### config.mk
export PLATFORM = sky130hd
export DESIGN_NAME = pcg_port_c
export DESIGN_NICKNAME = d
export VERILOG_FILES = /design/src/verilog/pcg_pkg.sv /design/src/verilog/pcg_change_det.sv /design/src/verilog/pcg_pin_mux.sv /design/src/verilog/pcg_port_c.sv
export SDC_FILE = /design/constraint.sdc
export NUM_CORES = 1
export LEC_CHECK = 0
export BUFFER_PORTS_ARGS = -buffer_cell sky130_fd_sc_hd__buf_2
export CAP_MARGIN = 40
export CORE_MARGIN = 1
export CORE_UTILIZATION = 41
export CTS_CLUSTER_SIZE = 28
export DETAILED_ROUTE_END_ITERATION = 8
export PLACE_DENSITY = 0.83
export SKIP_LAST_GASP = 1
export SYNTH_ARGS = -nofsm -noshare
export SYNTH_HDL_FRONTEND = slang
export SYNTH_SLANG_ARGS = --single-unit
### constraint.sdc
create_clock -name pclk -period 1.4 [get_ports pclk]
set_input_delay 0.42 -clock pclk [delete_from_list [all_inputs] [get_ports pclk]]
set_output_delay 0.42 -clock pclk [all_outputs]
set_load 0.01 [all_outputs]
### src/verilog/pcg_pkg.sv
// Constants, register map and carrier types for the port C pin block.
// Assumes a 200 MHz APB clock and a 12-bit byte address bus.
//
// What this block does
// - Pin 0 input gets pull-up when enabled
// - Pin 0 input without pull-up when disabled
// - Pull-up needs latch 1, input, enable
// - Pin 7 is serial data when serial active
// - Pin 6 is serial clock when serial active
// - N-channel pull-ups off in serial mode
// - Pins 7..4 raise change interrupt when enabled
// - Weak pull-ups only on pins 5..0
// - Pin 3 feeds timer zero external clock
// - Pin 1 carries comparator A output
// - Pin 0 carries reference A output
// - Direction 1 input, 0 drives latch
// - Direction register resets to all ones
// - Direction 7..6 ignored in serial mode
// - Direction 1..0 only gates weak pull-ups in analog mode
// - Inputs 7..4 compared with last read snapshot
// - Weak pull-ups off on outputs, reset, hibernate
// - Analog enable bypasses latch and direction for drive and enable
`default_nettype none

package pcg_pkg;

	// Register indices as printed, byte address is four times the index
	localparam logic [7:0] IDX_PIN_DATA = 8'h07;
	localparam logic [7:0] IDX_DIRECTION = 8'h87;
	localparam logic [7:0] IDX_CONTROL = 8'h10;
	localparam logic [7:0] IDX_STATUS = 8'h11;
	localparam logic [11:0] ADDR_PIN_DATA = {2'h0, IDX_PIN_DATA, 2'h0};
	localparam logic [11:0] ADDR_DIRECTION = {2'h0, IDX_DIRECTION, 2'h0};
	localparam logic [11:0] ADDR_CONTROL = {2'h0, IDX_CONTROL, 2'h0};
	localparam logic [11:0] ADDR_STATUS = {2'h0, IDX_STATUS, 2'h0};

	// Control field positions
	localparam int CTRL_PULLUP_DISABLE_N = 0;
	localparam int CTRL_ANALOG_OUT_A = 1;
	localparam int CTRL_SERIAL_EN = 2;
	localparam int CTRL_TIMER_EXT = 3;
	localparam int CTRL_CHANGE_IE = 4;
	localparam int STAT_CHANGE_FLAG = 0;

	// Reset values
	localparam logic [7:0] DIRECTION_RESET = 8'hFF;
	localparam logic [7:0] LATCH_RESET = 8'h00;
	localparam logic [4:0] CONTROL_RESET = 5'h01;

	// Control register carrier, bit 0 at the bottom
	typedef struct packed {
		logic change_ie;
		logic timer_ext;
		logic serial_en;
		logic analog_out_a_enable;
		logic pullup_disable_n;
	} pcg_ctrl_s;

	// Per-pin drive computed for the next clock
	typedef struct packed {
		logic [7:0] out;
		logic [7:0] oe_n;
		logic [7:0] weak_pullup;
		logic [1:0] nch_pullup;
	} pcg_drive_s;

endpackage : pcg_pkg

`default_nettype wire

### src/verilog/pcg_change_det.sv
// Mismatch detector for the upper four pins of port C.
// Snapshot comes from the last port read in the top.
`default_nettype none

module pcg_change_det
	import pcg_pkg::*;
(
	// Pin state
	input wire logic [7:4] pin_level,
	input wire logic [7:4] direction,
	input wire logic [7:4] snapshot,
	input wire logic serial_active,
	// Result
	output logic any_mismatch
);

	// Per-pin mismatch, outputs and serial pins take no part
	logic [7:4] mismatch;

	genvar i;
	generate
		for (i = 4; i < 8; i++) begin : g_cmp
			assign mismatch[i] = direction[i] && !(i >= 6 && serial_active)
				&& (pin_level[i] != snapshot[i]);
		end
	endgenerate

	// All mismatches merge into one flag source
	assign any_mismatch = |mismatch;

endmodule : pcg_change_det

`default_nettype wire

### src/verilog/pcg_pin_mux.sv
// Per-pin output, enable and pull-up selection for port C.
// Purely combinational; the top registers everything it produces.
`default_nettype none

module pcg_pin_mux
	import pcg_pkg::*;
(
	// Software state
	input wire logic [7:0] latch,
	input wire logic [7:0] direction,
	input wire pcg_ctrl_s ctrl,
	input wire logic hibernate,
	input wire logic serial_active,
	// Alternate sources
	input wire logic ser_sda_out,
	input wire logic ser_sda_oe_n,
	input wire logic ser_scl_out,
	input wire logic ser_scl_oe_n,
	input wire logic cmp_a_out,
	input wire logic ref_a_out,
	// Result
	output pcg_drive_s drive
);

	// Pull-up allowed at all: enable bit low and not hibernating
	logic pullup_ok;
	// Per-pin results, packed into the carrier once at the end
	logic [7:0] out_v;
	logic [7:0] oe_n_v;
	logic [7:0] weak_v;
	logic [1:0] nch_v;
	assign pullup_ok = !ctrl.pullup_disable_n && !hibernate;

	genvar i;
	generate
		for (i = 0; i < 8; i++) begin : g_pin
			// Owner of each pin, alternates first
			if (i >= 6) begin : g_serial
				// Serial engine owns the line, direction ignored
				assign out_v[i] = serial_active ? ((i == 7) ? ser_sda_out : ser_scl_out) : latch[i];
				assign oe_n_v[i] = serial_active ? ((i == 7) ? ser_sda_oe_n : ser_scl_oe_n) : direction[i];
				assign weak_v[i] = 1'b0;
				// N-channel pull-up released while the serial bus is in use
				assign nch_v[i - 6] = !serial_active;
			end else if (i <= 1) begin : g_analog
				// Comparator and reference bypass latch and direction
				assign out_v[i] = ctrl.analog_out_a_enable ? ((i == 1) ? cmp_a_out : ref_a_out) : latch[i];
				assign oe_n_v[i] = ctrl.analog_out_a_enable ? 1'b0 : direction[i];
			end else begin : g_plain
				// Plain port: 0 drives the latch, 1 listens
				assign out_v[i] = latch[i];
				assign oe_n_v[i] = direction[i];
			end
			if (i < 6) begin : g_weak
				// Raw direction is used, so analog pin 0 keeps its pull-up unless software clears it
				assign weak_v[i] = latch[i] && direction[i] && pullup_ok;
			end
		end
	endgenerate

	// Carrier order: drive, enable, weak pull-up, N-channel pull-up
	assign drive = {out_v, oe_n_v, weak_v, nch_v};

endmodule : pcg_pin_mux

`default_nettype wire

### src/verilog/pcg_port_c.sv
// Top of the port C pin block: APB registers, pin drive and change flag.
// Pins arrive synchronous to pclk; external logic resolves pad levels from enables.
`default_nettype none

module pcg_port_c
	import pcg_pkg::*;
(
	// Clock and reset
	input wire logic pclk,
	input wire logic presetn,
	// APB slave
	input wire logic psel,
	input wire logic penable,
	input wire logic pwrite,
	input wire logic [11:0] paddr,
	input wire logic [31:0] pwdata,
	output logic [31:0] prdata,
	output logic pready,
	output logic pslverr,
	// Pads
	input wire logic [7:0] pin_in,
	output logic [7:0] pin_out,
	output logic [7:0] pin_oe_n,
	output logic [7:0] weak_pullup_en,
	output logic [1:0] nch_pullup_en,
	// Device state
	input wire logic hibernate,
	input wire logic prog_mode,
	// Serial engine side
	input wire logic ser_sda_out,
	input wire logic ser_sda_oe_n,
	input wire logic ser_scl_out,
	input wire logic ser_scl_oe_n,
	output logic pin7_serial_data,
	output logic pin6_serial_clock,
	// Analog and timer side
	input wire logic cmp_a_out,
	input wire logic ref_a_out,
	output logic timer0_ext_clock,
	// Change interrupt request
	output logic change_irq
);

	// Software-visible state
	logic [7:0] latch, next_latch; // Output latches
	logic [7:0] direction, next_direction; // 1 = input
	pcg_ctrl_s ctrl, next_ctrl; // Mode bits
	logic change_interrupt_flag, next_change_interrupt_flag; // Sticky change flag
	logic [7:4] snapshot, next_snapshot; // Levels seen at last port read

	// APB answer registers
	logic [31:0] next_prdata;
	logic next_pready;
	logic next_pslverr;

	// Registered pad and side outputs
	logic [7:0] next_pin_out, next_pin_oe_n, next_weak_pullup_en;
	logic [1:0] next_nch_pullup_en;
	logic next_ser_sda_in, next_ser_scl_in, next_timer_clk, next_change_irq;

	// Decoded bus terms
	logic setup_phase, done, hit;
	logic wr_data, wr_dir, wr_ctrl, wr_stat, rd_data;
	logic serial_active, any_mismatch;
	pcg_drive_s drive;

	// Programming mode takes the same two pins as the serial engine
	assign serial_active = ctrl.serial_en || prog_mode;

	// A transfer completes on the edge where pready is seen high in access
	assign setup_phase = psel && !penable;
	assign done = psel && penable && pready;
	assign hit = (paddr == ADDR_PIN_DATA) || (paddr == ADDR_DIRECTION)
		|| (paddr == ADDR_CONTROL) || (paddr == ADDR_STATUS);
	assign wr_data = done && pwrite && (paddr == ADDR_PIN_DATA);
	assign wr_dir = done && pwrite && (paddr == ADDR_DIRECTION);
	assign wr_ctrl = done && pwrite && (paddr == ADDR_CONTROL);
	assign wr_stat = done && pwrite && (paddr == ADDR_STATUS);
	assign rd_data = done && !pwrite && (paddr == ADDR_PIN_DATA);

	// Pin ownership and pull-up selection
	pcg_pin_mux u_mux (
		.latch(latch),
		.direction(direction),
		.ctrl(ctrl),
		.hibernate(hibernate),
		.serial_active(serial_active),
		.ser_sda_out(ser_sda_out),
		.ser_sda_oe_n(ser_sda_oe_n),
		.ser_scl_out(ser_scl_out),
		.ser_scl_oe_n(ser_scl_oe_n),
		.cmp_a_out(cmp_a_out),
		.ref_a_out(ref_a_out),
		.drive(drive)
	);

	// Change comparison on pins 7..4
	pcg_change_det u_chg (
		.pin_level(pin_in[7:4]),
		.direction(direction[7:4]),
		.snapshot(snapshot),
		.serial_active(serial_active),
		.any_mismatch(any_mismatch)
	);

	// Next values of the register file
	always_comb begin
		next_latch = latch;
		next_direction = direction;
		next_ctrl = ctrl;
		next_snapshot = snapshot;
		// Write updates all eight latches, even pins an alternate owns
		if (wr_data) begin
			next_latch = pwdata[7:0];
		end
		if (wr_dir) begin
			next_direction = pwdata[7:0];
		end
		if (wr_ctrl) begin
			next_ctrl = pcg_ctrl_s'(pwdata[4:0]);
		end
		// A port read ends the mismatch by refreshing the snapshot
		if (rd_data) begin
			next_snapshot = prdata[7:4];
		end
		// Set wins over a same-cycle write-one clear
		next_change_interrupt_flag = (change_interrupt_flag && !(wr_stat && pwdata[STAT_CHANGE_FLAG]))
			|| any_mismatch;
	end

	// Register file storage
	always_ff @(posedge pclk or negedge presetn) begin
		if (!presetn) begin
			latch <= LATCH_RESET;
			direction <= DIRECTION_RESET;
			ctrl <= pcg_ctrl_s'(CONTROL_RESET);
			snapshot <= 4'h0;
			change_interrupt_flag <= 1'b0;
		end else begin
			latch <= next_latch;
			direction <= next_direction;
			ctrl <= next_ctrl;
			snapshot <= next_snapshot;
			change_interrupt_flag <= next_change_interrupt_flag;
		end
	end

	// APB answer: decided in setup, shown in the first access cycle
	always_comb begin
		next_pready = setup_phase;
		next_pslverr = setup_phase && !hit;
		next_prdata = 32'h0;
		if (setup_phase && !pwrite) begin
			case (paddr)
				ADDR_PIN_DATA: next_prdata = {24'h0, pin_in};
				ADDR_DIRECTION: next_prdata = {24'h0, direction};
				ADDR_CONTROL: next_prdata = {27'h0, ctrl};
				ADDR_STATUS: next_prdata = {31'h0, change_interrupt_flag};
				default: next_prdata = 32'h0;
			endcase
		end
	end

	// APB answer registers
	always_ff @(posedge pclk or negedge presetn) begin
		if (!presetn) begin
			prdata <= 32'h0;
			pready <= 1'b0;
			pslverr <= 1'b0;
		end else begin
			prdata <= next_prdata;
			pready <= next_pready;
			pslverr <= next_pslverr;
		end
	end

	// Pad and side outputs, one cycle behind the control state
	always_comb begin
		next_pin_out = drive.out;
		next_pin_oe_n = drive.oe_n;
		next_weak_pullup_en = drive.weak_pullup;
		next_nch_pullup_en = drive.nch_pullup;
		// Serial engine hears the pins only while it owns them
		next_ser_sda_in = serial_active ? pin_in[7] : 1'b1;
		next_ser_scl_in = serial_active ? pin_in[6] : 1'b1;
		// Held low when the timer uses its internal clock, avoiding stray counts
		next_timer_clk = ctrl.timer_ext && pin_in[3];
		next_change_irq = change_interrupt_flag && ctrl.change_ie;
	end

	// Output flops; pads start released with pull-ups off
	always_ff @(posedge pclk or negedge presetn) begin
		if (!presetn) begin
			pin_out <= 8'h00;
			pin_oe_n <= 8'hFF;
			weak_pullup_en <= 8'h00;
			nch_pullup_en <= 2'h0;
			pin7_serial_data <= 1'b1;
			pin6_serial_clock <= 1'b1;
			timer0_ext_clock <= 1'b0;
			change_irq <= 1'b0;
		end else begin
			pin_out <= next_pin_out;
			pin_oe_n <= next_pin_oe_n;
			weak_pullup_en <= next_weak_pullup_en;
			nch_pullup_en <= next_nch_pullup_en;
			pin7_serial_data <= next_ser_sda_in;
			pin6_serial_clock <= next_ser_scl_in;
			timer0_ext_clock <= next_timer_clk;
			change_irq <= next_change_irq;
		end
	end

	// Pull-up on pin 2 follows latch, direction and enable
	chk_weak_pullup_cause: assert property (@(posedge pclk) disable iff (!presetn)
		##1 weak_pullup_en[2] == $past(latch[2] && direction[2] && !ctrl.pullup_disable_n && !hibernate))
		else $error("weak pull-up on pin 2 wrong");

	// Pins 7 and 6 never carry a weak pull-up
	chk_no_upper_pullup: assert property (@(posedge pclk) disable iff (!presetn)
		weak_pullup_en[7:6] == 2'h0)
		else $error("weak pull-up on pin 7 or 6");

	// Output pin loses its pull-up on the next cycle
	chk_output_no_pullup: assert property (@(posedge pclk) disable iff (!presetn)
		!direction[0] |=> !weak_pullup_en[0])
		else $error("pull-up left on an output pin");

	// Serial mode drops the N-channel pull-ups
	chk_serial_nch_off: assert property (@(posedge pclk) disable iff (!presetn)
		serial_active |=> nch_pullup_en == 2'h0)
		else $error("N-channel pull-up on in serial mode");

	// Serial engine owns pin 7 regardless of direction
	chk_serial_owns_pin: assert property (@(posedge pclk) disable iff (!presetn)
		serial_active |=> pin_oe_n[7] == $past(ser_sda_oe_n) && pin_out[7] == $past(ser_sda_out))
		else $error("pin 7 not under serial engine");

	// Analog enable puts the comparator on pin 1
	chk_analog_owns_pin: assert property (@(posedge pclk) disable iff (!presetn)
		ctrl.analog_out_a_enable |=> !pin_oe_n[1] && pin_out[1] == $past(cmp_a_out))
		else $error("pin 1 not driven by comparator");

	// Plain output pin shows the latch
	chk_plain_drive: assert property (@(posedge pclk) disable iff (!presetn)
		!direction[4] |=> !pin_oe_n[4] && pin_out[4] == $past(latch[4]))
		else $error("pin 4 output does not follow latch");

	// A mismatch raises the flag, and the request if enabled
	chk_change_raise: assert property (@(posedge pclk) disable iff (!presetn)
		any_mismatch && ctrl.change_ie |=> change_interrupt_flag ##1 change_irq)
		else $error("change mismatch did not raise request");

	// Timer clock mirrors pin 3 only in external mode
	chk_timer_clock: assert property (@(posedge pclk) disable iff (!presetn)
		##1 timer0_ext_clock == $past(ctrl.timer_ext && pin_in[3]))
		else $error("timer clock input wrong");

	// A completed data write lands in all eight latches
	chk_write_latch: assert property (@(posedge pclk) disable iff (!presetn)
		wr_data |=> latch == $past(pwdata[7:0]))
		else $error("port write did not update latches");

	// Setup is answered in the next cycle, error only for unmapped offsets
	chk_ready_after_setup: assert property (@(posedge pclk) disable iff (!presetn)
		psel && !penable |=> pready && (pslverr == $past(!hit)))
		else $error("setup not answered in the next cycle");

	// Ready stands one cycle only, so a held access cannot complete twice
	chk_ready_pulse: assert property (@(posedge pclk) disable iff (!presetn)
		pready |=> !pready)
		else $error("ready held past one cycle");

	// A completed direction write lands in all eight bits
	chk_direction_write: assert property (@(posedge pclk) disable iff (!presetn)
		wr_dir |=> direction == $past(pwdata[7:0]))
		else $error("direction write did not land");

	// A port read refreshes the comparison snapshot with the value returned
	chk_snapshot_refresh: assert property (@(posedge pclk) disable iff (!presetn)
		rd_data |=> snapshot == $past(prdata[7:4]))
		else $error("snapshot not refreshed by port read");

	// Upper four pins all outputs can never mismatch
	chk_outputs_no_change: assert property (@(posedge pclk) disable iff (!presetn)
		direction[7:4] == 4'h0 |-> !any_mismatch)
		else $error("output pin took part in change comparison");

	// Write-one clears the flag once the mismatch has ended
	chk_flag_clear: assert property (@(posedge pclk) disable iff (!presetn)
		wr_stat && pwdata[STAT_CHANGE_FLAG] && !any_mismatch |=> !change_interrupt_flag)
		else $error("change flag not cleared");

	// Hibernate removes every weak pull-up on the next cycle
	chk_hibernate_pullup: assert property (@(posedge pclk) disable iff (!presetn)
		hibernate |=> weak_pullup_en == 8'h00)
		else $error("weak pull-up on in hibernate");

	// Analog enable puts the reference on pin 0
	chk_analog_ref_pin: assert property (@(posedge pclk) disable iff (!presetn)
		ctrl.analog_out_a_enable |=> !pin_oe_n[0] && pin_out[0] == $past(ref_a_out))
		else $error("pin 0 not driven by reference");

	// Serial engine owns pin 6 regardless of direction
	chk_serial_clock_pin: assert property (@(posedge pclk) disable iff (!presetn)
		serial_active |=> pin_oe_n[6] == $past(ser_scl_oe_n) && pin_out[6] == $past(ser_scl_out))
		else $error("pin 6 not under serial engine");

endmodule : pcg_port_c

`default_nettype wire
==> impl_metrics.csv <==
group,metric,value,unit
run_status,status,"finished, violations left",
run_status,violations,"setup timing",
worst_setup_path,path_class,"in -> reg",
synthesis,synth_seq_cells,63,
clock_network,clock_latency,330,ps
drt,drc,0,
floorplan,rows,28,
finish,multiInputGateArea,1030,um^2
synthesis,yosysUniqueCellTypes,35,
clock_network,cts_tree,"built",
synthesis,synth_compound_area_share,3.91,%
clock_network,cts_root_buf,"clkbuf_8",
power,p_leak,1.87,nW
finish,antenna_cells,0,
clock_network,clkTransAtPathRegs,70,ps
finish,finish.instance_area,3630,um^2
placed_design,portBuffers,78,
timing,rsz0062_at_grt,"yes",
job,maxCapViolCount,0,
synthesis,synth_xor_area_share,1.32,%
placed_design,gp_congestion,0.775,
floorplan,coreArea,6100,um^2
clock_network,clockBufferDepth,2,
synthesis,ys_seq_area_share,60.2,%
drt,drt_iter0_drc,80,
worst_setup_path,reg2reg_depth,4,
drt,num_vias,1897,
worst_setup_path,critPathMaxFanout,5,
synthesis,yosys-top-cells-area,"dfrtp_1 (41%), dfstp_2 (19%), mux2_2 (15%), buf_4 (7.6%), a32oi_1 (1.6%)",
finish,drive_gt1_share,61.0,%
synthesis,avgSynthCellArea,13.6,um^2
synthesis,synthMuxAreaShare,15.6,%
timing,finalSetupViolations,34,
synthesis,synthSimpleGateAreaFrac,10.6,%
power,irDropWorstVdd,0.572,mV
floorplan,initial_utilization,43.6,%
worst_setup_path,rrSetupSlack,-70,ps
grt,grt_pass1_wl,9530,um
placed_design,placed_cell_area,3260,um^2
floorplan,die_h,82.5,um
drt,dr.pass1.iters,4,
finish,seqCellArea,1600,um^2
power,power,3.46,mW
drt,wl_per_cell,16.2,um
hold_path,min_path_type,"in -> async",
grt,grt_overflow,0,
finish,final_nets,375,
worst_setup_path,r2r_end,"direction[5]$_DFFE_PN1P_",
grt,groute.usage.overall,19.8,%
timing,slew_viol_final,0,
synthesis,synth_top_family_by_area,"multiplexers",
power,power_per_cell_area,953,nW/um^2
synthesis,synth_top_area_share,41.4,%
timing,hold_slack,85.4,ps
worst_setup_path,start_kind,"primary input",
synthesis,synth_top_cell_by_area,"dfrtp_1",
worst_setup_path,timing.rr.start,"pready$_DFF_PN0_",
worst_setup_path,required,1650,ps
synthesis,yosys.area_share.adder,0,%
clock_network,cts-hold-fix-buffers,0,
timing,clock.fmax,560,MHz
worst_setup_path,end_kind,"register",
drt,wl,6330,um
worst_setup_path,arrival,2040,ps
timing,finalHoldViolations,0,
synthesis,syn_area,2660,um^2
timing,fin_ws,-387,ps
floorplan,top_level_ports,129,
floorplan,die_w,82.5,um
floorplan,die-area,6810,um^2
grt,first_global_vias,1912,
grt,antenna_found_initial,0,
clock_network,cts_htree_levels,3,
finish,final.fill_count,506,
drt,via_per_inst,4.86,
grt,grt_max_degree,64,
synthesis,yosysWarnings,0,
drt,antenna_left,0,
clock_network,numCtsBuffers,9,
clock_network,numClockSinks,63,
timing,post-route-period-util,128,%
timing,finalCriticalPeriod,1790,ps
finish,area_growth,36.5,%
timing,fin_skew,8.00,ps
placed_design,hpwl,4340,um
synthesis,synthesis.instances,195,
worst_setup_path,critical_path.startpoint,"paddr[5]",
[layout make-up]
cell class,instances,area share (%)
Sequential cell,63,44.1
Multi-Input combinational cell,126,28.5
Timing Repair Buffer,108,20.0
Clock inverter,6,1.03
Tap cell,75,2.59
Inverter,2,0.207
Clock buffer,10,3.52
[cell families (layout without fill, tap and decap cells)]
family / Yosys count / in the layout
buffers and inverters: 31 / 126
muxes: 37 / 37
xor gates and xnor gates: 4 / 4
other: 1 / 26
DFF: 63 / 63
and+or+nand+nor: 46 / 46
AOI/OAI and AO/OA: 13 / 13
[timing repair]
action                                  in CTS  in global routing
setup buffers                                4                  1
endpoints found under the setup margin      37                 45
pin swaps                                    7                  4
gates resized for setup                     20                 14
[how the worst max path moves through the flow]
stage	to	slack [ps]
2_1_floorplan	direction[0]$_DFFE_PN1P_	-620
3_3_place_gp	direction[3]$_DFFE_PN1P_	-710
3_5_place_dp	direction[3]$_DFFE_PN1P_	-760
4_1_cts	direction[5]$_DFFE_PN1P_	-380
5_1_grt	direction[3]$_DFFE_PN1P_	-430
6_report	direction[5]$_DFFE_PN1P_	-390
[where the power goes]
part / leakage [nW] / switching, mW / internal (mW)
registers: 0.805 / 0.00603 / 1.84
clock network: 0.0781 / 0.684 / 0.632
logic: 0.986 / 0.167 / 0.129
total: 1.87 / 0.856 / 2.60
[synthesized netlist by cell type]
library cell and count:
dfrtp_1 44, mux2_2 36, buf_4 27, dfstp_2 19, nor2_1 11, and3_1 6, a32oi_1 5, a22oi_1 4
nand3_1 4, nor4_1 4, xor2_1 4, and2_1 2, clkbuf_1 2, inv_1 2, nand2_1 2, nor2b_1 2
or2_2 2, or3_1 2, a2111o_1 1, a21oi_1 1, a2bb2oi_1 1, and4_1 1, and4b_1 1, conb_1 1
mux2i_1 1, nand2_2 1, nand2b_1 1, nand4_1 1, nand4b_1 1, nor3_1 1, nor3b_1 1, nor4_4 1
o21ai_0 1, or2_4 1, or4_4 1
[per-stage QoR]
step | worst slack [ps] | util (%) | instances | setup TNS, ps
6_report | -387 | 59.5 | 390 | -9600
3_3_place_gp | -707 | 53.5 | 369 | -21590
4_1_cts | -379 | 58.3 | 389 | -9960
5_1_grt | -429 | 59.5 | 390 | -11300
3_5_place_dp | -764 | 53.5 | 369 | -23060
2_1_floorplan | -624 | - | 220 | -15940
[sequential cells by signal, summed over array words and instances (netlist names)]
| name | count |
|---|---|
| direction | 8 |
| snapshot | 4 |
| ctrl | 5 |
| pslverr | 1 |
| change_irq | 1 |
| pin_oe_n | 8 |
| pready | 1 |
| latch | 8 |
| prdata | 8 |
| timer0_ext_clock | 1 |
| pin_out | 8 |
| nch_pullup_en | 1 |
| change_interrupt_flag | 1 |
| pin7_serial_data | 1 |
| weak_pullup_en | 6 |
| pin6_serial_clock | 1 |
[layer usage]
metal  vias up  GRT usage [%]  part of all wire (%)
li1        867              -                     -
met1       935           24.7                    41
met2        83           32.8                    51
met3        12           5.71                   7.1
met4         0           6.72                   1.4
met5         -              0                     0
[cells in the final DEF (no fill, tap or decap), drive strengths merged, types with 2 or more instances in the layout]
master	count
nor2	11
inv	2
a22oi	4
clkinvlp	3
and3	6
dfstp	19
or2	3
or3	2
clkbuf	10
nand3	4
clkinv	3
a32oi	5
nand2	3
mux2	36
buf	108
nor4	5
nor2b	2
xor2	4
dfrtp	44
conb	26
and2	2
[critical path, stage by stage]
cell and delay (ps):
buf_6 90, or4_4 540, or2_4 290, nor4_4 160, buf_4 190, mux2_2 330
No activity file was read; power rests on OpenSTA's default activity.
